**config.mk**
```make
export PLATFORM = sky130hd
export DESIGN_NAME = clksw_top
export DESIGN_NICKNAME = d
export VERILOG_FILES = /design/src/hdl/clksw_pkg.sv /design/src/hdl/clksw_top.sv
export SDC_FILE = /design/constraint.sdc
export NUM_CORES = 1
export LEC_CHECK = 0
export ABC_AREA = 1
export BUFFER_PORTS_ARGS = -buffer_cell sky130_fd_sc_hd__buf_2
export CAP_MARGIN = 20
export CORE_ASPECT_RATIO = 1.75
export CORE_MARGIN = 5
export CORE_UTILIZATION = 50
export CTS_CLUSTER_DIAMETER = 200
export DETAILED_ROUTE_END_ITERATION = 8
export PLACE_DENSITY = 0.75
export SLEW_MARGIN = 20
export SYNTH_ARGS = -nofsm -noshare
export SYNTH_HDL_FRONTEND = slang
export SYNTH_SLANG_ARGS = --single-unit
```
**constraint.sdc**
```tcl
create_clock -name clk -period 3 [get_ports clk]
set_input_delay 0.45 -clock clk [delete_from_list [all_inputs] [get_ports clk]]
set_output_delay 0.45 -clock clk [all_outputs]
set_load 0.01 [all_outputs]
```
**src/hdl/clksw_pkg.sv**
```systemverilog
package clksw_pkg;

   // ****************************************
   // register word offsets (byte addresses)
   // ****************************************
   localparam logic [3:0] RUN_CTRL_ADDR = 4'h0;  // oscillator_run_control
   localparam logic [3:0] SYS_SEL_ADDR = 4'h4;   // system_clock_select
   localparam logic [3:0] SUB_SEL_ADDR = 4'h8;   // subclock_source_select
   localparam logic [3:0] PIN_MODE_ADDR = 4'hC;  // clock_pin_mode_control
   localparam logic [4:0] WAIT_SEL_ADDR = 5'h10; // stabilization_time_select
   localparam logic [4:0] CNT_STAT_ADDR = 5'h14; // stabilization_counter_status

   // ****************************************
   // field positions
   // ****************************************
   localparam int FAST_HALT_BIT = 0;    // fast_internal_osc_halt
   localparam int MID_EN_BIT = 1;       // mid_internal_osc_enable
   localparam int SUB_HALT_BIT = 6;     // subclock_osc_halt
   localparam int X1_HALT_BIT = 7;      // x1_osc_halt
   localparam int INT_SEL_BIT = 0;      // internal_osc_select
   localparam int INT_STAT_BIT = 1;     // internal_osc_status
   localparam int MAIN_SEL_BIT = 4;     // main_source_select
   localparam int MAIN_STAT_BIT = 5;    // main_source_status
   localparam int CPU_SEL_BIT = 6;      // cpu_clock_select
   localparam int CPU_STAT_BIT = 7;     // cpu_clock_status
   localparam int SLOW_SEL_BIT = 0;     // slow_internal_osc_select
   localparam int GAIN_BIT = 0;         // resonator_gain_high
   localparam int PIN_MODE_BIT = 6;     // fast_pin_mode_select
   localparam int EXT_SEL_BIT = 7;      // external_input_select

   // ****************************************
   // reset values
   // ****************************************
   localparam logic [7:0] RUN_CTRL_RST = 8'hC1;  // x1, sub, fast halted; mid enable clear, so mid stopped too
   localparam logic [7:0] SYS_SEL_RST = 8'h01;   // mid osc as main clock
   localparam logic [7:0] SUB_SEL_RST = 8'h00;
   localparam logic [7:0] PIN_MODE_RST = 8'h00;
   localparam logic [2:0] WAIT_CODE_RST = 3'h7;  // longest wait
   localparam logic [7:0] RW_MASK_RUN = 8'hC3;
   localparam logic [7:0] RW_MASK_PIN = 8'hC1;

   // ****************************************
   // timing
   // ****************************************
   localparam int CLK_MHZ = 50;
   localparam int SWITCH_SETTLE_NS = 100;  // mux hold per side
   localparam int SWITCH_CYCLES = (SWITCH_SETTLE_NS * CLK_MHZ + 999) / 1000;

   // ****************************************
   // carrier: clock mux state
   // ****************************************
   typedef struct packed {
      logic int_mid;   // 1: middle-speed osc feeds main internal
      logic main_x1;   // 1: x1 source feeds main clock
      logic cpu_sub;   // 1: subsystem clock feeds cpu
   } clksw_mux_s;

   typedef enum logic [1:0] {
      SW_IDLE = 2'b00,
      SW_OFF_OLD = 2'b01,
      SW_ON_NEW = 2'b11
   } clksw_state_e;

endpackage : clksw_pkg

```
**src/hdl/clksw_top.sv**
```systemverilog
module clksw_top #(
   parameter int MAX_WAIT_CODE = 7,         // highest legal wait code
   parameter int BASE_WAIT_CYCLES = 256     // x1 cycles for code 0
) (
   // clock and reset
   input wire logic clk,
   input wire logic rst,
   // avalon-mm slave
   input wire logic [4:0] avs_address,
   input wire logic avs_read,
   input wire logic avs_write,
   input wire logic [31:0] avs_writedata,
   input wire logic [3:0] avs_byteenable,
   output logic [31:0] avs_readdata,
   output logic avs_waitrequest,
   // oscillator run controls
   output logic fast_osc_run,
   output logic mid_osc_run,
   output logic slow_osc_run,
   output logic x1_osc_run,
   output logic x1_ext_input,
   output logic x1_gain_high,
   // main_resonator_pins oscillation tick, from outside domain
   input wire logic x1_tick,
   // glitch-free mux selects
   output logic mux_int_mid,
   output logic mux_main_x1,
   output logic mux_cpu_sub
);

   // ****************************************
   // parameter checks
   // ****************************************
   // wait code is three bits wide; the longest count must fit the
   // twenty-bit tick counter, so base << 7 stays below its ceiling
   initial begin
      if (MAX_WAIT_CODE > 7 || MAX_WAIT_CODE < 0 ||
            BASE_WAIT_CYCLES < 1 || BASE_WAIT_CYCLES > 8191)
         $error("clksw_top: unsupported parameters");
   end

   // ****************************************
   // registers
   // ****************************************
   logic [7:0] run_ctrl;       // oscillator_run_control
   logic [7:0] sub_sel;        // subclock_source_select
   logic [7:0] pin_mode;       // clock_pin_mode_control
   logic [2:0] wait_code;      // stabilization_time_select
   clksw_pkg::clksw_mux_s req; // requested selects
   clksw_pkg::clksw_mux_s cur; // applied mux state
   clksw_pkg::clksw_state_e sw_state;
   clksw_pkg::clksw_state_e next_sw_state;
   logic [7:0] settle_cnt;     // per-side hold counter
   logic [7:0] cnt_stat;       // stabilization_counter_status
   logic [19:0] x1_count;      // x1 ticks since start
   logic [2:0] tick_sync;      // three-stage sync
   logic ack;                  // one-cycle bus answer

   // ****************************************
   // bus decode
   // ****************************************
   // a write lands at the answering edge, where waitrequest is low
   wire wr_en = avs_write && avs_byteenable[0] && ack;
   wire hit_run = avs_address == 5'(clksw_pkg::RUN_CTRL_ADDR);
   wire hit_sys = avs_address == 5'(clksw_pkg::SYS_SEL_ADDR);
   wire hit_sub = avs_address == 5'(clksw_pkg::SUB_SEL_ADDR);
   wire hit_pin = avs_address == 5'(clksw_pkg::PIN_MODE_ADDR);
   wire hit_wait = avs_address == clksw_pkg::WAIT_SEL_ADDR;
   wire hit_cnt = avs_address == clksw_pkg::CNT_STAT_ADDR;
   wire [7:0] wd = avs_writedata[7:0];
   // system_clock_select readback: status bits come from applied mux
   wire [7:0] sys_view = {cur.cpu_sub, req.cpu_sub, cur.main_x1,
      req.main_x1, 2'b00, cur.int_mid, req.int_mid};
   wire [7:0] rd_mux = hit_run ? run_ctrl :
      hit_sys ? sys_view :
      hit_sub ? sub_sel :
      hit_pin ? pin_mode :
      hit_wait ? {5'h00, wait_code} :
      hit_cnt ? cnt_stat : 8'h00;
   // one wait state on every access
   assign avs_waitrequest = (avs_read || avs_write) && !ack;

   // bus answer and read data
   always_ff @(posedge clk or posedge rst) begin
      if (rst) begin
         ack <= 1'b0;
         avs_readdata <= 32'h0000_0000;
      end else begin
         ack <= (avs_read || avs_write) && !ack;
         if (avs_read && !ack)
            avs_readdata <= {24'h000000, rd_mux};
      end
   end

   // ****************************************
   // register writes
   // ****************************************
   always_ff @(posedge clk or posedge rst) begin
      if (rst) begin
         run_ctrl <= clksw_pkg::RUN_CTRL_RST;
         sub_sel <= clksw_pkg::SUB_SEL_RST;
         pin_mode <= clksw_pkg::PIN_MODE_RST;
         wait_code <= clksw_pkg::WAIT_CODE_RST;
         req <= clksw_pkg::clksw_mux_s'(3'b100);
      end else if (wr_en) begin
         if (hit_run)
            run_ctrl <= wd & clksw_pkg::RW_MASK_RUN;
         if (hit_sub)
            sub_sel <= {7'h00, wd[clksw_pkg::SLOW_SEL_BIT]};
         if (hit_pin)
            pin_mode <= wd & clksw_pkg::RW_MASK_PIN;
         if (hit_wait)
            wait_code <= wd[2:0];
         if (hit_sys) begin
            req.int_mid <= wd[clksw_pkg::INT_SEL_BIT];
            req.main_x1 <= wd[clksw_pkg::MAIN_SEL_BIT];
            req.cpu_sub <= wd[clksw_pkg::CPU_SEL_BIT];
         end
      end
   end

   // ****************************************
   // oscillator run outputs
   // ****************************************
   assign fast_osc_run = !run_ctrl[clksw_pkg::FAST_HALT_BIT];
   assign mid_osc_run = run_ctrl[clksw_pkg::MID_EN_BIT];
   assign slow_osc_run = sub_sel[clksw_pkg::SLOW_SEL_BIT];
   // x1 runs only with pin mode set and halt cleared
   assign x1_osc_run = !run_ctrl[clksw_pkg::X1_HALT_BIT] &&
      pin_mode[clksw_pkg::PIN_MODE_BIT];
   assign x1_ext_input = pin_mode[clksw_pkg::PIN_MODE_BIT] &&
      pin_mode[clksw_pkg::EXT_SEL_BIT];
   assign x1_gain_high = pin_mode[clksw_pkg::GAIN_BIT];

   // ****************************************
   // x1 tick sync and stabilization counter
   // ****************************************
   always_ff @(posedge clk or posedge rst) begin
      if (rst)
         tick_sync <= 3'b000;
      else
         tick_sync <= {tick_sync[1:0], x1_tick};
   end
   // a tick counts once stages two and three agree on a rise
   logic tick_seen;
   always_ff @(posedge clk or posedge rst) begin
      if (rst)
         tick_seen <= 1'b0;
      else if (tick_sync[1] == tick_sync[2])
         tick_seen <= tick_sync[2];
   end
   wire tick_ev = (tick_sync[1] == tick_sync[2]) && tick_sync[2] &&
      !tick_seen;

   // counter fills from the msb as elapsed time passes
   always_ff @(posedge clk or posedge rst) begin
      if (rst) begin
         x1_count <= 20'h00000;
         cnt_stat <= 8'h00;
      end else if (!x1_osc_run) begin
         x1_count <= 20'h00000;
         cnt_stat <= 8'h00;
      end else begin
         // saturate rather than wrap, so a long run never clears bits
         if (tick_ev && x1_count != 20'hFFFFF)
            x1_count <= x1_count + 20'h00001;
         for (int i = 0; i < 8; i++) begin
            if (x1_count >= 20'(BASE_WAIT_CYCLES << i))
               cnt_stat[7 - i] <= 1'b1;
         end
      end
   end
   // selected wait done: code n means msb..(7-n) filled
   wire [7:0] wait_goal = 8'(8'hFF << (3'd7 - wait_code));
   wire x1_stable = x1_ext_input ||
      ((cnt_stat & wait_goal) == wait_goal);

   // ****************************************
   // glitch-free switch sequencer
   // ****************************************
   wire change = req != cur;
   always_comb begin
      next_sw_state = sw_state;
      unique case (sw_state)
         // a new request opens the gap
         clksw_pkg::SW_IDLE:
            if (change)
               next_sw_state = clksw_pkg::SW_OFF_OLD;
         // old source held off for the settle time
         clksw_pkg::SW_OFF_OLD:
            if (settle_cnt == 8'(clksw_pkg::SWITCH_CYCLES))
               next_sw_state = clksw_pkg::SW_ON_NEW;
         // old source back on for the settle time; status and mux move at its end
         clksw_pkg::SW_ON_NEW:
            if (settle_cnt == 8'(clksw_pkg::SWITCH_CYCLES))
               next_sw_state = clksw_pkg::SW_IDLE;
         // unused code falls back to idle
         default:
            next_sw_state = clksw_pkg::SW_IDLE;
      endcase
   end

   // hold old source off, then back on, then mux and status move to the request
   always_ff @(posedge clk or posedge rst) begin
      if (rst) begin
         sw_state <= clksw_pkg::SW_IDLE;
         settle_cnt <= 8'h00;
         cur <= clksw_pkg::clksw_mux_s'(3'b100);
      end else begin
         sw_state <= next_sw_state;
         settle_cnt <= next_sw_state != sw_state ? 8'h00 :
            settle_cnt + 8'h01;
         if (sw_state == clksw_pkg::SW_ON_NEW &&
               next_sw_state == clksw_pkg::SW_IDLE) begin
            cur.int_mid <= req.int_mid;
            cur.cpu_sub <= req.cpu_sub;
            if (x1_stable || !req.main_x1)
               cur.main_x1 <= req.main_x1;
         end
      end
   end

   // mux gated off while the switch is between sources
   wire gap = sw_state == clksw_pkg::SW_OFF_OLD;
   assign mux_int_mid = cur.int_mid && !gap;
   assign mux_main_x1 = cur.main_x1 && !gap;
   assign mux_cpu_sub = cur.cpu_sub && !gap;

   // ****************************************
   // assertions
   // ****************************************

   // fast osc follows its halt bit after each run write
   AST_FAST_RUN: assert property (@(posedge clk) disable iff (rst)
      wr_en && hit_run |=>
      fast_osc_run == !$past(wd[clksw_pkg::FAST_HALT_BIT]))
      else $error("fast run wrong");

   // middle-speed osc only starts by a write
   AST_MID_RUN: assert property (@(posedge clk) disable iff (rst)
      $rose(mid_osc_run) |-> $past(wr_en && hit_run))
      else $error("mid run without write");

   // middle-speed osc follows its enable bit after each run write
   AST_MID_OFF: assert property (@(posedge clk) disable iff (rst)
      wr_en && hit_run |=>
      mid_osc_run == $past(wd[clksw_pkg::MID_EN_BIT]))
      else $error("mid run not following enable");

   // slow osc only starts by a write
   AST_SLOW_RUN: assert property (@(posedge clk) disable iff (rst)
      $rose(slow_osc_run) |-> $past(wr_en && hit_sub))
      else $error("slow run without write");

   // slow osc follows its select bit after each write
   AST_SLOW_SEL: assert property (@(posedge clk) disable iff (rst)
      wr_en && hit_sub |=>
      slow_osc_run == $past(wd[clksw_pkg::SLOW_SEL_BIT]))
      else $error("slow run not following select");

   // external input needs both pin mode and external select
   AST_EXT: assert property (@(posedge clk) disable iff (rst)
      wr_en && hit_pin |=>
      x1_ext_input == $past(wd[clksw_pkg::EXT_SEL_BIT] &&
      wd[clksw_pkg::PIN_MODE_BIT]))
      else $error("external input select wrong");

   // x1 runs once its halt bit is cleared, pin mode given
   AST_X1_RUN: assert property (@(posedge clk) disable iff (rst)
      wr_en && hit_run |=>
      x1_osc_run == (!$past(wd[clksw_pkg::X1_HALT_BIT]) &&
      pin_mode[clksw_pkg::PIN_MODE_BIT]))
      else $error("x1 run not following halt bit");

   // status bits fill from the msb downward
   AST_FILL: assert property (@(posedge clk) disable iff (rst)
      cnt_stat[6] |-> cnt_stat[7])
      else $error("counter not msb first");

   // a stopped x1 leaves the counter status empty
   AST_CNT_CLR: assert property (@(posedge clk) disable iff (rst)
      !x1_osc_run |=> cnt_stat == 8'h00)
      else $error("counter status not cleared");

   // any resonator wait goal needs at least the first bit
   AST_STABLE: assert property (@(posedge clk) disable iff (rst)
      x1_stable && !x1_ext_input |-> cnt_stat[7])
      else $error("x1 stable with empty counter");

   // wait code keeps the written three bits
   AST_WAIT_CODE: assert property (@(posedge clk) disable iff (rst)
      wr_en && hit_wait |=> wait_code == $past(wd[2:0]))
      else $error("wait code lost");

   // cpu status rises only at the end of a switch
   AST_CPU_STAT: assert property (@(posedge clk) disable iff (rst)
      $rose(cur.cpu_sub) |-> $past(sw_state == clksw_pkg::SW_ON_NEW))
      else $error("cpu status early");

   // cpu status falls only at the end of a switch
   AST_CPU_DROP: assert property (@(posedge clk) disable iff (rst)
      $fell(cur.cpu_sub) |-> $past(sw_state == clksw_pkg::SW_ON_NEW))
      else $error("cpu status dropped early");

   // internal status only moves to the requested source
   AST_INT_STAT: assert property (@(posedge clk) disable iff (rst)
      $changed(cur.int_mid) |-> cur.int_mid == req.int_mid)
      else $error("internal status wrong");

   // main status reaches x1 only once x1 is stable
   AST_MAIN_STAT: assert property (@(posedge clk) disable iff (rst)
      $rose(cur.main_x1) |-> $past(x1_stable))
      else $error("main status before stable");

   // select bits take the written values
   AST_SEL: assert property (@(posedge clk) disable iff (rst)
      wr_en && hit_sys |=>
      req.cpu_sub == $past(wd[clksw_pkg::CPU_SEL_BIT]))
      else $error("cpu select lost");
   AST_INTSEL: assert property (@(posedge clk) disable iff (rst)
      wr_en && hit_sys |=>
      req.int_mid == $past(wd[clksw_pkg::INT_SEL_BIT]))
      else $error("internal select lost");
   AST_MAINSEL: assert property (@(posedge clk) disable iff (rst)
      wr_en && hit_sys |=>
      req.main_x1 == $past(wd[clksw_pkg::MAIN_SEL_BIT]))
      else $error("main select lost");

   // every mux output drops as a switch begins
   AST_GAP: assert property (@(posedge clk) disable iff (rst)
      sw_state == clksw_pkg::SW_IDLE && change |=>
      !mux_int_mid && !mux_main_x1 && !mux_cpu_sub)
      else $error("no gap in switch");

   // gap lasts settle count plus one cycles, six at 50 MHz
   AST_OFF_LEN: assert property (@(posedge clk) disable iff (rst)
      sw_state == clksw_pkg::SW_IDLE && change |=>
      gap [*6] ##1 !gap)
      else $error("switch gap length wrong");

   // status stays put while the old source is held off
   AST_STAT_HOLD: assert property (@(posedge clk) disable iff (rst)
      sw_state == clksw_pkg::SW_OFF_OLD |=> $stable(cur))
      else $error("status moved inside the gap");

endmodule : clksw_top

```
Word-level counts from Yosys, hierarchy flattened
Index checks and enable logic that the tools add are counted.
Storage, ports and cells
  register bits after elaboration: 68
  input bits: 46
  output and inout port bits: 42
  logic and storage cells: 113
Operators by class
  add/subtract/negate cells: 3
  $lt $le $gt $ge: 8
  equality and inequality tests: 22
  shift-type cells: 1
  multiplexer cells: 22
  bitwise logic cells: 1
  reductions and logical operators: 31
Operator list (number)
  $mux W8: 8
  $mux W20: 2
  $add A20 B1 Y20 const B: 1
  $ge A20 B10 Y1 const B: 1
  $ge A20 B11 Y1 const B: 1
  $ge A20 B12 Y1 const B: 1
  $ge A20 B13 Y1 const B: 1
  $ge A20 B14 Y1 const B: 1
  $ge A20 B15 Y1 const B: 1
  $ge A20 B16 Y1 const B: 1
  $ge A20 B9 Y1 const B: 1
  $ne A20 B20 Y1 const B: 1
  $ne A2 B1 Y1 const B: 9
  $logic_and A1 B1 Y1: 13
  $reduce_and A2 Y1: 6
  $eq A5 B4 Y1 const B: 2
  $eq A5 B5 Y1 const B: 2
  $add A8 B1 Y8 const B: 1
  $and A8 B8 Y8: 1
  $eq A8 B3 Y1 const B: 1
  $eq A8 B8 Y1: 1
  $mux W1: 8
  $shl A8 B3 Y8 const A: 1
  $logic_not A1 Y1: 6
  other kinds (12): 17

Longest topological paths before layout
Gate-level depths: netlist of the first run.
  word-level depth: 7
  mapped depth: 12
  mapped depth without buffers: 11

Worst setup path after synthesis of the first run
OpenSTA, ideal clock, no wires.
  path type: register -> register
  start point: reg x1_count[0]
  end point: reg x1_count[15]
  setup time: 65 ps
  arrival time: 1597 ps
  data required time: 2935 ps
  slack: 1338 ps
  stages on the path, launching flop included: 13
  buffers on the path: 1
  period minus slack after synthesis: 1662 ps
  cells stage by stage: dfrtp_1 ha_1 inv_2 nor2_4 nand2_2 nor2_4 nand2_2 nand2_4 nand2_4 clkinv_4 buf_8 nand2_1 nand2_1
Between the ends
  cells in the longest elaborated chain, start to end: 3
  elaborated cells between the ends (all ways): 6
  classes of those cells: add/sub: 1; eq/ne: 2; mux: 2; reduce/logical: 1
Ends and longest elaborated chain
  from (decl): line clksw_top.sv:55  | logic [19:0] x1_count;
  from (signal assigned): line clksw_top.sv:166  | x1_count <= x1_count + 20'h00001;
  $add A20 B1 Y20 or $ne A20 B20 Y1 (tied branches): line clksw_top.sv:166, clksw_top.sv:165
  $mux W20 or $logic_and A1 B1 Y1 (tied branches): line clksw_top.sv:165  | if (tick_ev && x1_count != 20'hFFFFF)
  $mux W20 or $ne A2 B1 Y1 (tied branches)
Several ways; a longest one is shown, not always the timed one. The select of a mux whose other input is x is not followed.
A chain may end at the register's enable or synchronous reset.

Worst setup path after layout of the first run
Same ends and word-level chain as after synthesis.

==> results of run 1 <==
==> worst paths after layout <==
| check | to | depth (start not counted) | slack, ns |
|---|---|---|---|
| max | x1_count[15]$_DFFE_PP0P_ | 11 | 1.05 |
| min | sw_state[1]$_DFF_PP0_ | 3 | 0.17 |
| max reg2reg | x1_count[15]$_DFFE_PP0P_ | 11 | 1.05 |
| min reg2reg | tick_sync[1]$_DFF_PP0_ | 0 | 0.36 |
| max in group asynchronous | run_ctrl[6]$_DFFE_PP1P_ | 3 | 2.35 |
| min in group clk | tick_sync[0]$_DFF_PP0_ | 1 | 0.22 |
==> cells by family (layout without fill, tap and decap cells) <==
family                   Yosys count  after routing  synth area share (%)
multiplexers                       1              1                 0.295
flip-flops                        68             68                  44.9
XOR/XNOR                          14             14                  3.22
AO/OA/AOI/OAI                     56             56                  7.81
AND/OR/NAND/NOR                  277            277                  30.2
adder cells (fa/ha/maj)            5              5                  1.64
buffers and inverters             91            114                  11.8
other                              1             24                0.0984
==> metrics by stage <==
stage,std cells,power (mW)
after floorplan,536,1.38
after global placement,631,1.45
after detailed placement,631,1.47
after CTS,647,2.54
after global routing,647,2.64
final,647,2.51
==> power breakdown <==
group / total [mW] / switching [mW] / leakage, nW / internal, mW
sequential: 1.08 / 0.0722 / 0.887 / 1.01
combinational: 0.369 / 0.244 / 1.08 / 0.125
clock: 1.06 / 0.384 / 0.147 / 0.672
==> Yosys cell counts, types with 2 or more instances <==
cell type | count | area (µm²)
nor2_4 | 2 | 22.5
inv_2 | 2 | 7.51
nand2_1 | 149 | 559
xnor2_1 | 4 | 35.0
nor2_1 | 77 | 289
nor3_1 | 4 | 20.0
buf_2 | 2 | 10.0
a31oi_1 | 3 | 18.8
nand2_4 | 2 | 22.5
o22ai_1 | 5 | 31.3
nand4_1 | 12 | 75.1
nand2_2 | 2 | 12.5
dfstp_2 | 8 | 210
clkbuf_1 | 3 | 11.3
xor2_1 | 10 | 87.6
o21ai_0 | 32 | 160
a21oi_1 | 13 | 65.1
ha_1 | 5 | 62.6
nand3_1 | 25 | 125
buf_4 | 24 | 180
inv_1 | 58 | 218
dfrtp_1 | 60 | 1500
==> cell usage in the layout, fill, tap and decap left out, drive strengths merged <==
cell / Yosys / routed
nand2: 153 / 153
nor2: 80 / 80
dfrtp: 60 / 60
inv: 60 / 60
buf: 27 / 37
o21ai: 32 / 32
nand3: 25 / 25
conb: 1 / 24
clkbuf: 3 / 14
a21oi: 13 / 13
nand4: 12 / 12
xor2: 10 / 10
dfstp: 8 / 8
o22ai: 5 / 5
ha: 5 / 5
nor3: 4 / 4
xnor2: 4 / 4
a31oi: 3 / 3
clkinvlp: 0 / 2
clkinv: 1 / 1
nor4: 1 / 1
mux2: 1 / 1
o21bai: 1 / 1
a21boi: 1 / 1
nand3b: 1 / 1
o31ai: 1 / 1
or2: 1 / 1
==> worst min-delay path, stage by stage <==
cell   delay (ns)
buf_2        0.10
inv_2        0.04
buf_4        0.30
==> metal layers <==
metal,vias up,share of wire (%)
li1,1646,-
met1,1552,37
met2,70,56
met3,19,4.3
met4,0,2.7
met5,-,0
==> registers in the layout (all words and copies together) (netlist names), 2 cells and up <==
signal,count
x1_count,20
avs_readdata,8
cnt_stat,8
settle_cnt,8
run_ctrl,4
cur,3
pin_mode,3
req,3
tick_sync,3
wait_code,3
sw_state,2
==> area by class of cell <==
type / count / area [µm²]
fill: 693 / 3220
multi-input combinational: 377 / 1740
sequential: 68 / 1710
clock buffer: 14 / 294
inverter: 61 / 234
timing repair buffer: 37 / 193
tap: 88 / 110
clock inverter: 2 / 15.0
==> impl_metrics.csv, run 1 <==
group,metric,value,unit
outcome,status,"finished clean",
power,ir_drop,0.000384,V
clock_network,cts_tree,"yes",
worst_setup_path,cp_cell_sequence,"ha_1 > inv_2 > nor2_4 > nand2_2 > nor2_4 > nand2_2 > nand2_4 > nand2_4 > clkinv_4 > nand2_1 > nand2_1",
worst_setup_path,r2r_start,"x1_count[0]$_DFFE_PP0P_",
timing,final-hold-violation-count,0,
timing,rsz0062_at_grt,"false",
global_routing,grt_max_degree,45,
worst_setup_path,cp.required,3.27,ns
clock_network,clkSinkCount,68,
worst_setup_path,slowest_delay,0.45,ns
worst_setup_path,path_buf_inv,2,
worst_setup_path,crit_type,"reg2reg",
synth,synth_warnings,0,
timing,slew_viol_final,0,
drt,drt_pass1_iterations,4,
floorplan,io_pins,88,
global_routing,grt_pass1_vias,3241,
synth,synthArstFlopShare,100,%
floorplan,die_x,76.0,µm
power,p_per_area,584,mW/mm²
run,drv_cap,0,
clock_network,insertion_delay,0.33,ns
global_routing,grt_first_pass_wirelength,14.7,mm
global_routing,grt_overflow,0,
synth,avgSynthCellArea,7.43,µm²
global_routing,met1_usage,20.4,%
timing,worst_slack,1.05,ns
worst_setup_path,start_kind,"register",
layout,nets,605,
floorplan,die_h,126,µm
global_routing,busiest_layer,"met2",
floorplan,num_rows,42,
layout,area_growth_syn_to_layout,12.6,%
global_routing,use_met2,34.1,%
floorplan,dieArea,0.00954,mm²
timing,finalWorstPathRequiredPeriod,1.95,ns
global_routing,track_usage,19.0,%
synth,seq_area_frac_synth,44.9,%
hold_path,hp-class,"in2async",
synth,ys_types,33,
timing,setup_tns,0,ns
drt,drc_errors,0,
clock_network,postCtsSetupRepairBufs,0,
drt,drtIter0Drc,238,
synth,synth_edf_count,0,
clock_network,ctsHoldBuffers,0,
synth,synth-main-ff-cell,"dfrtp_1",
layout,drive_gt1_share,13.2,%
worst_setup_path,worstPathMaxFanout,18,
drt,wl,8.70,mm
timing,final-setup-viol-count,0,
global_routing,use_met3,4.53,%
worst_setup_path,crit_arrival,2.22,ns
worst_setup_path,critical_path.top_delay_family,"simple AND/OR/NAND/NOR gates",
synth,ys_seq_elements,68,
clock_network,clk_pin_slew_worst_paths,0.05,ns
synth,synthCells,513,
place,postPlaceCellArea,0.00399,mm²
timing,holdWs,0.169,ns
worst_setup_path,critPathCaptureType,"register",
worst_setup_path,crit_start,"x1_count[0]$_DFFE_PP0P_",
place,pre_cts_ws,1.07,ns
timing,relSlewSlack,63.5,%
drt,via_per_inst,5.08,
layout,utilization,57.1,%
timing,fin_skew,0.00489,ns
floorplan,start_util,50.7,%
global_routing,antenna_found_initial,0,
drt,ant_nets,0,
clock_network,cts_buffers,9,
place,dp_hpwl,6.56,mm
drt,wl_per_cell,13.5,µm
synth,synth_area,0.00381,mm²
timing,worst_pin_slew,0.547,ns
layout,final_area,0.00429,mm²
layout,antenna_cells,0,
timing,max_freq,513,MHz
worst_setup_path,slowest_stage,"dfrtp_1",
clock_network,cts_resized,0,
floorplan,core_area,0.00751,mm²
timing,period_share,65.0,%
drt,vias,3287,
power,leakagePower,2.11,nW
clock_network,root_buffer,"clkbuf_16",
clock_network,cts_buffer_depth,2,
clock_network,ctsHtreeMaxLevel,3,
place,gp_congestion,0.930,
place,io_buffers,34,
Power figures use the tool's default switching activity.
==> run 2: changes to the inputs <==
Clock period 3 ns to 1.9 ns, I/O delays scaled along.
==> impl_metrics.csv, run 2 (synthesis gave the netlist of run 1 again) <==
group,metric,value,unit
outcome,status,"finished clean",
clock_network,cts_buffers,9,
drt,wl,8.97,mm
place,dp_hpwl,6.67,mm
layout,largest-register,"x1_count",
power,leakagePower,2.13,nW
timing,final-hold-violation-count,0,
layout,multi_input_area,0.00174,mm²
clock_network,ctsHtreeMaxLevel,3,
layout,seq_area,0.00171,mm²
drt,ant_nets,0,
floorplan,die_h,126,µm
place,io_buffers,34,
layout,layout_common_cells,"149 x nand2_1, 77 x nor2_1, 60 x dfrtp_1",
clock_network,clk_pin_slew_worst_paths,0.06,ns
layout,final_common_cell,"nand2_1",
global_routing,track_usage,19.0,%
drt,wl_per_cell,13.7,µm
power,ir_drop,0.000496,V
drt,drtIter0Drc,226,
global_routing,antenna_found_initial,0,
worst_setup_path,cp_cell_sequence,"nand2_1 > nor2_1 > nand2_1 > nor2_4 > nand2_2 > nand2_4 > nand2_4 > clkinv_4 > nand2_1 > nand2_1",
floorplan,start_util,50.7,%
clock_network,cts_tree,"yes",
layout,drive_gt1_share,13.6,%
worst_setup_path,path_buf_inv,1,
layout,largest_reg_flops,20,
hold_path,hp-start,"x1_tick",
worst_setup_path,critPathCaptureType,"register",
global_routing,grt_overflow,0,
layout,nets,611,
global_routing,grt_max_degree,45,
worst_setup_path,r2r_start,"x1_count[11]$_DFFE_PP0P_",
timing,finalWorstPathRequiredPeriod,1.66,ns
timing,max_freq,602,MHz
layout,antenna_cells,0,
timing,slew_viol_final,0,
global_routing,grt_first_pass_wirelength,14.7,mm
layout,final.fill_count,709,
timing,fin_skew,0.00498,ns
floorplan,dieArea,0.00954,mm²
clock_network,clkSinkCount,68,
drt,drt_pass1_iterations,5,
worst_setup_path,cpMostUsedCell,"nand2_1",
timing,holdWs,0.0561,ns
timing,final-setup-viol-count,0,
drt,via_per_inst,5.18,
worst_setup_path,start_kind,"register",
drt,vias,3381,
drt,drc_errors,0,
timing,worst_slack,0.238,ns
power,p_per_area,883,mW/mm²
worst_setup_path,crit_start,"x1_count[11]$_DFFE_PP0P_",
worst_setup_path,slowest_stage,"dfrtp_1",
clock_network,cts_buffer_depth,2,
layout,area_growth_syn_to_layout,13.3,%
timing,period_share,87.5,%
worst_setup_path,worstPathMaxFanout,18,
floorplan,io_pins,88,
floorplan,die_x,76.0,µm
floorplan,core_area,0.00751,mm²
place,gp_congestion,0.918,
worst_setup_path,crit_type,"reg2reg",
floorplan,num_rows,42,
hold_path,hp-class,"in2reg",
clock_network,root_buffer,"clkbuf_16",
timing,rsz0062_at_grt,"false",
clock_network,insertion_delay,0.33,ns
run,drv_cap,0,
global_routing,grt_pass1_vias,3309,
worst_setup_path,critical_path.top_delay_family,"simple AND/OR/NAND/NOR gates",
worst_setup_path,cp.required,2.17,ns
place,pre_cts_ws,0.257,ns
worst_setup_path,slowest_delay,0.48,ns
timing,setup_tns,0,ns
worst_setup_path,crit_arrival,1.93,ns
run 2: area by class of cell:
cell class / count / share of cell area, %
tap: 88 / 2.55
timing repair buffer: 43 / 5.85
sequential: 68 / 39.6
clock buffer: 12 / 5.71
clock inverter: 4 / 0.579
inverter: 61 / 5.50
multi-input combinational: 377 / 40.2
run 2: power by group:
part / internal (mW) / switching, mW / total (mW) / leakage [nW]
Clock: 0.913 / 0.597 / 1.51 / 0.129
Combinational: 0.205 / 0.388 / 0.593 / 1.11
Sequential: 1.60 / 0.114 / 1.71 / 0.887
Total: 2.71 / 1.10 / 3.81 / 2.13
run 2: worst paths after layout:
| path | end | slack (ns) | depth (start not counted) |
|---|---|---|---|
| worst max-delay path | x1_count[14]$_DFFE_PP0P_ | 0.24 | 10 |
| worst min-delay path | tick_sync[0]$_DFF_PP0_ | 0.06 | 1 |
| worst max register to register | x1_count[14]$_DFFE_PP0P_ | 0.24 | 10 |
| worst min register to register | tick_sync[1]$_DFF_PP0_ | 0.35 | 0 |
| max in group asynchronous | req[2]$_DFFE_PP1P_ | 0.87 | 4 |
| min in group asynchronous | ack$_DFF_PP0_ | 0.47 | 3 |
run 2: worst register-to-register path, cell delays in order, from the launching register on:
cell	delay (ns)
dfrtp_1	0.48
nand2_1	0.12
nor2_1	0.15
nand2_1	0.11
nor2_4	0.13
nand2_2	0.08
nand2_4	0.08
nand2_4	0.11
clkinv_4	0.18
nand2_1	0.09
nand2_1	0.08
run 2: what timing repair did:
action	4_1_cts	5_1_grt
hold buffers	1	0
setup buffers	0	0
resized for setup	0	0
endpoints found under the hold margin	8	0
run 2: through the flow:
stage | instance area [µm²] | util [%] | total power [mW] | std cells
2_1_floorplan | 3900 | - | 2.18 | 536
3_3_place_gp | 4040 | 53.7 | 2.29 | 636
3_5_place_dp | 4040 | 53.7 | 2.33 | 636
4_1_cts | 4320 | 57.5 | 3.85 | 653
5_1_grt | 4320 | 57.5 | 4.04 | 653
6_report | 4320 | 57.5 | 3.81 | 653
run 2: per-layer routing:
layer	wire [µm]	GRT usage (%)	share of wire, %	vias to the layer above
met1	3310	19.5	37	1609
met4	454	12.1	5.1	0
met3	334	4.60	3.7	31
li1	-	-	-	1658
met5	0	0	0	-
met2	4870	33.8	54	83
==> run 3: changes to the inputs <==
Settings changed: PLACE_DENSITY 0.75 to 0.8.
==> impl_metrics.csv, run 3 (synthesis gave the netlist of run 1 again) <==
group,metric,value,unit
drt,ant_nets,0,
layout,nets,610,
hold_path,hp-class,"in2reg",
layout,largest-register,"x1_count",
clock_network,clk_pin_slew_worst_paths,0.06,ns
global_routing,grt_max_degree,67,
worst_setup_path,critPathCaptureType,"register",
timing,fin_skew,0.00611,ns
layout,antenna_cells,0,
place,io_buffers,34,
timing,worst_slack,0.267,ns
clock_network,root_buffer,"clkbuf_16",
timing,setup_tns,0,ns
place,gp_congestion,0.918,
global_routing,track_usage,19.0,%
worst_setup_path,cp.required,2.18,ns
layout,layout.cells.non_filler,652,
worst_setup_path,slowest_delay,0.37,ns
layout,final_common_cell,"nand2_1",
floorplan,core_area,0.00751,mm²
timing,final-setup-viol-count,0,
layout,final.fill_count,682,
global_routing,antenna_found_initial,0,
worst_setup_path,crit_type,"reg2reg",
floorplan,start_util,50.7,%
power,ir_drop,0.000512,V
clock_network,ctsHtreeMaxLevel,3,
layout,area_growth_syn_to_layout,14.6,%
clock_network,cts_buffer_depth,2,
power,p_switching,1.13,mW
power,pwr-share-comb,14.2,%
layout,largest_reg_flops,20,
power,internal_power,2.99,mW
drt,drtIter0Drc,182,
timing,max_freq,612,MHz
layout,drive_gt1_share,13.7,%
clock_network,postCtsSetupRepairBufs,0,
global_routing,grt_pass1_vias,3278,
power,seq_power_share,41.6,%
clock_network,cts_tree,"yes",
worst_setup_path,start_kind,"register",
power,power,4.12,mW
worst_setup_path,cp_cell_sequence,"ha_1 > inv_2 > nor2_4 > nand2_2 > nor2_4 > nand2_2 > nand2_4 > nand2_4 > clkinv_4 > nand2_1 > nand2_1",
place,postPlaceCellArea,0.00403,mm²
worst_setup_path,slowest_stage,"dfrtp_1",
place,dpl.cell_count,635,
drt,vias,3363,
floorplan,die_h,126,µm
drt,wl_per_cell,13.5,µm
timing,holdWs,0.0520,ns
worst_setup_path,critical_path.top_delay_family,"simple AND/OR/NAND/NOR gates",
power,p_clk_share,44.2,%
drt,via_per_inst,5.16,
layout,final_area,0.00437,mm²
floorplan,num_rows,42,
clock_network,clkSinkCount,68,
worst_setup_path,crit_arrival,1.91,ns
clock_network,cts_buffers,9,
place,dp_hpwl,6.53,mm
floorplan,io_pins,88,
place,pre_cts_ws,0.302,ns
layout,layout_common_cells,"149 x nand2_1, 77 x nor2_1, 60 x dfrtp_1",
floorplan,dieArea,0.00954,mm²
drt,drc_errors,0,
global_routing,grt_overflow,0,
outcome,status,"finished clean",
timing,period_share,85.9,%
timing,finalWorstPathRequiredPeriod,1.63,ns
drt,wl,8.80,mm
power,leakagePower,2.15,nW
timing,rsz0062_at_grt,"false",
run,drv_cap,0,
worst_setup_path,path_buf_inv,2,
drt,drt_pass1_iterations,5,
power,netSwitchingFraction,27.5,%
power,p_per_area,943,mW/mm²
layout,utilization,58.1,%
floorplan,die_x,76.0,µm
clock_network,insertion_delay,0.34,ns
timing,final-hold-violation-count,0,
global_routing,grt_first_pass_wirelength,14.7,mm
timing,slew_viol_final,0,
worst_setup_path,worstPathMaxFanout,18,
run 3: worst paths after layout:
path                                          from                       end  slack [ns]  depth (start not counted)
min reg2reg                 tick_sync[0]$_DFF_PP0_    tick_sync[1]$_DFF_PP0_        0.36                          0
min                                        x1_tick    tick_sync[0]$_DFF_PP0_        0.05                          1
max reg2reg                x1_count[1]$_DFFE_PP0P_  x1_count[14]$_DFFE_PP0P_        0.27                         11
max                        x1_count[1]$_DFFE_PP0P_  x1_count[14]$_DFFE_PP0P_        0.27                         11
max in group asynchronous                      rst  wait_code[1]$_DFFE_PP1P_        0.95                          4
min in group asynchronous                      rst    sub_sel[0]$_DFFE_PP0P_        0.38                          3
run 3: power by group through the flow:
| stage | Clock (mW) | Sequential (mW) | Combinational (mW) |
|---|---|---|---|
| 2_1_floorplan | 0 | 1.71 | 0.466 |
| 3_3_place_gp | 0 | 1.72 | 0.562 |
| 3_5_place_dp | 0 | 1.73 | 0.586 |
| 4_1_cts | 1.86 | 1.71 | 0.593 |
| 5_1_grt | 1.91 | 1.73 | 0.675 |
| 6_report | 1.82 | 1.71 | 0.587 |
run 3: layout make-up:
cell class / instances / area (µm²) / area share, %
Tap cell: 88 / 110 / 2.52
Sequential cell: 68 / 1710 / 39.2
Timing Repair Buffer: 42 / 245 / 5.61
Inverter: 61 / 238 / 5.44
Clock buffer: 11 / 243 / 5.56
Clock inverter: 5 / 85.1 / 1.95
Multi-Input combinational cell: 377 / 1740 / 39.7
run 3: timing repair:
action,CTS,global route
gates resized for setup,0,0
endpoints found under the hold margin,2,0
hold buffers,1,0
run 3: metal layers:
layer | share of wire, % | global-route usage, % | vias up
met4 | 3.7 | 10.1 | 0
li1 | - | - | 1669
met3 | 4.7 | 4.24 | 23
met2 | 55 | 34.6 | 113
met5 | 0 | 0 | -
met1 | 36 | 19.7 | 1558
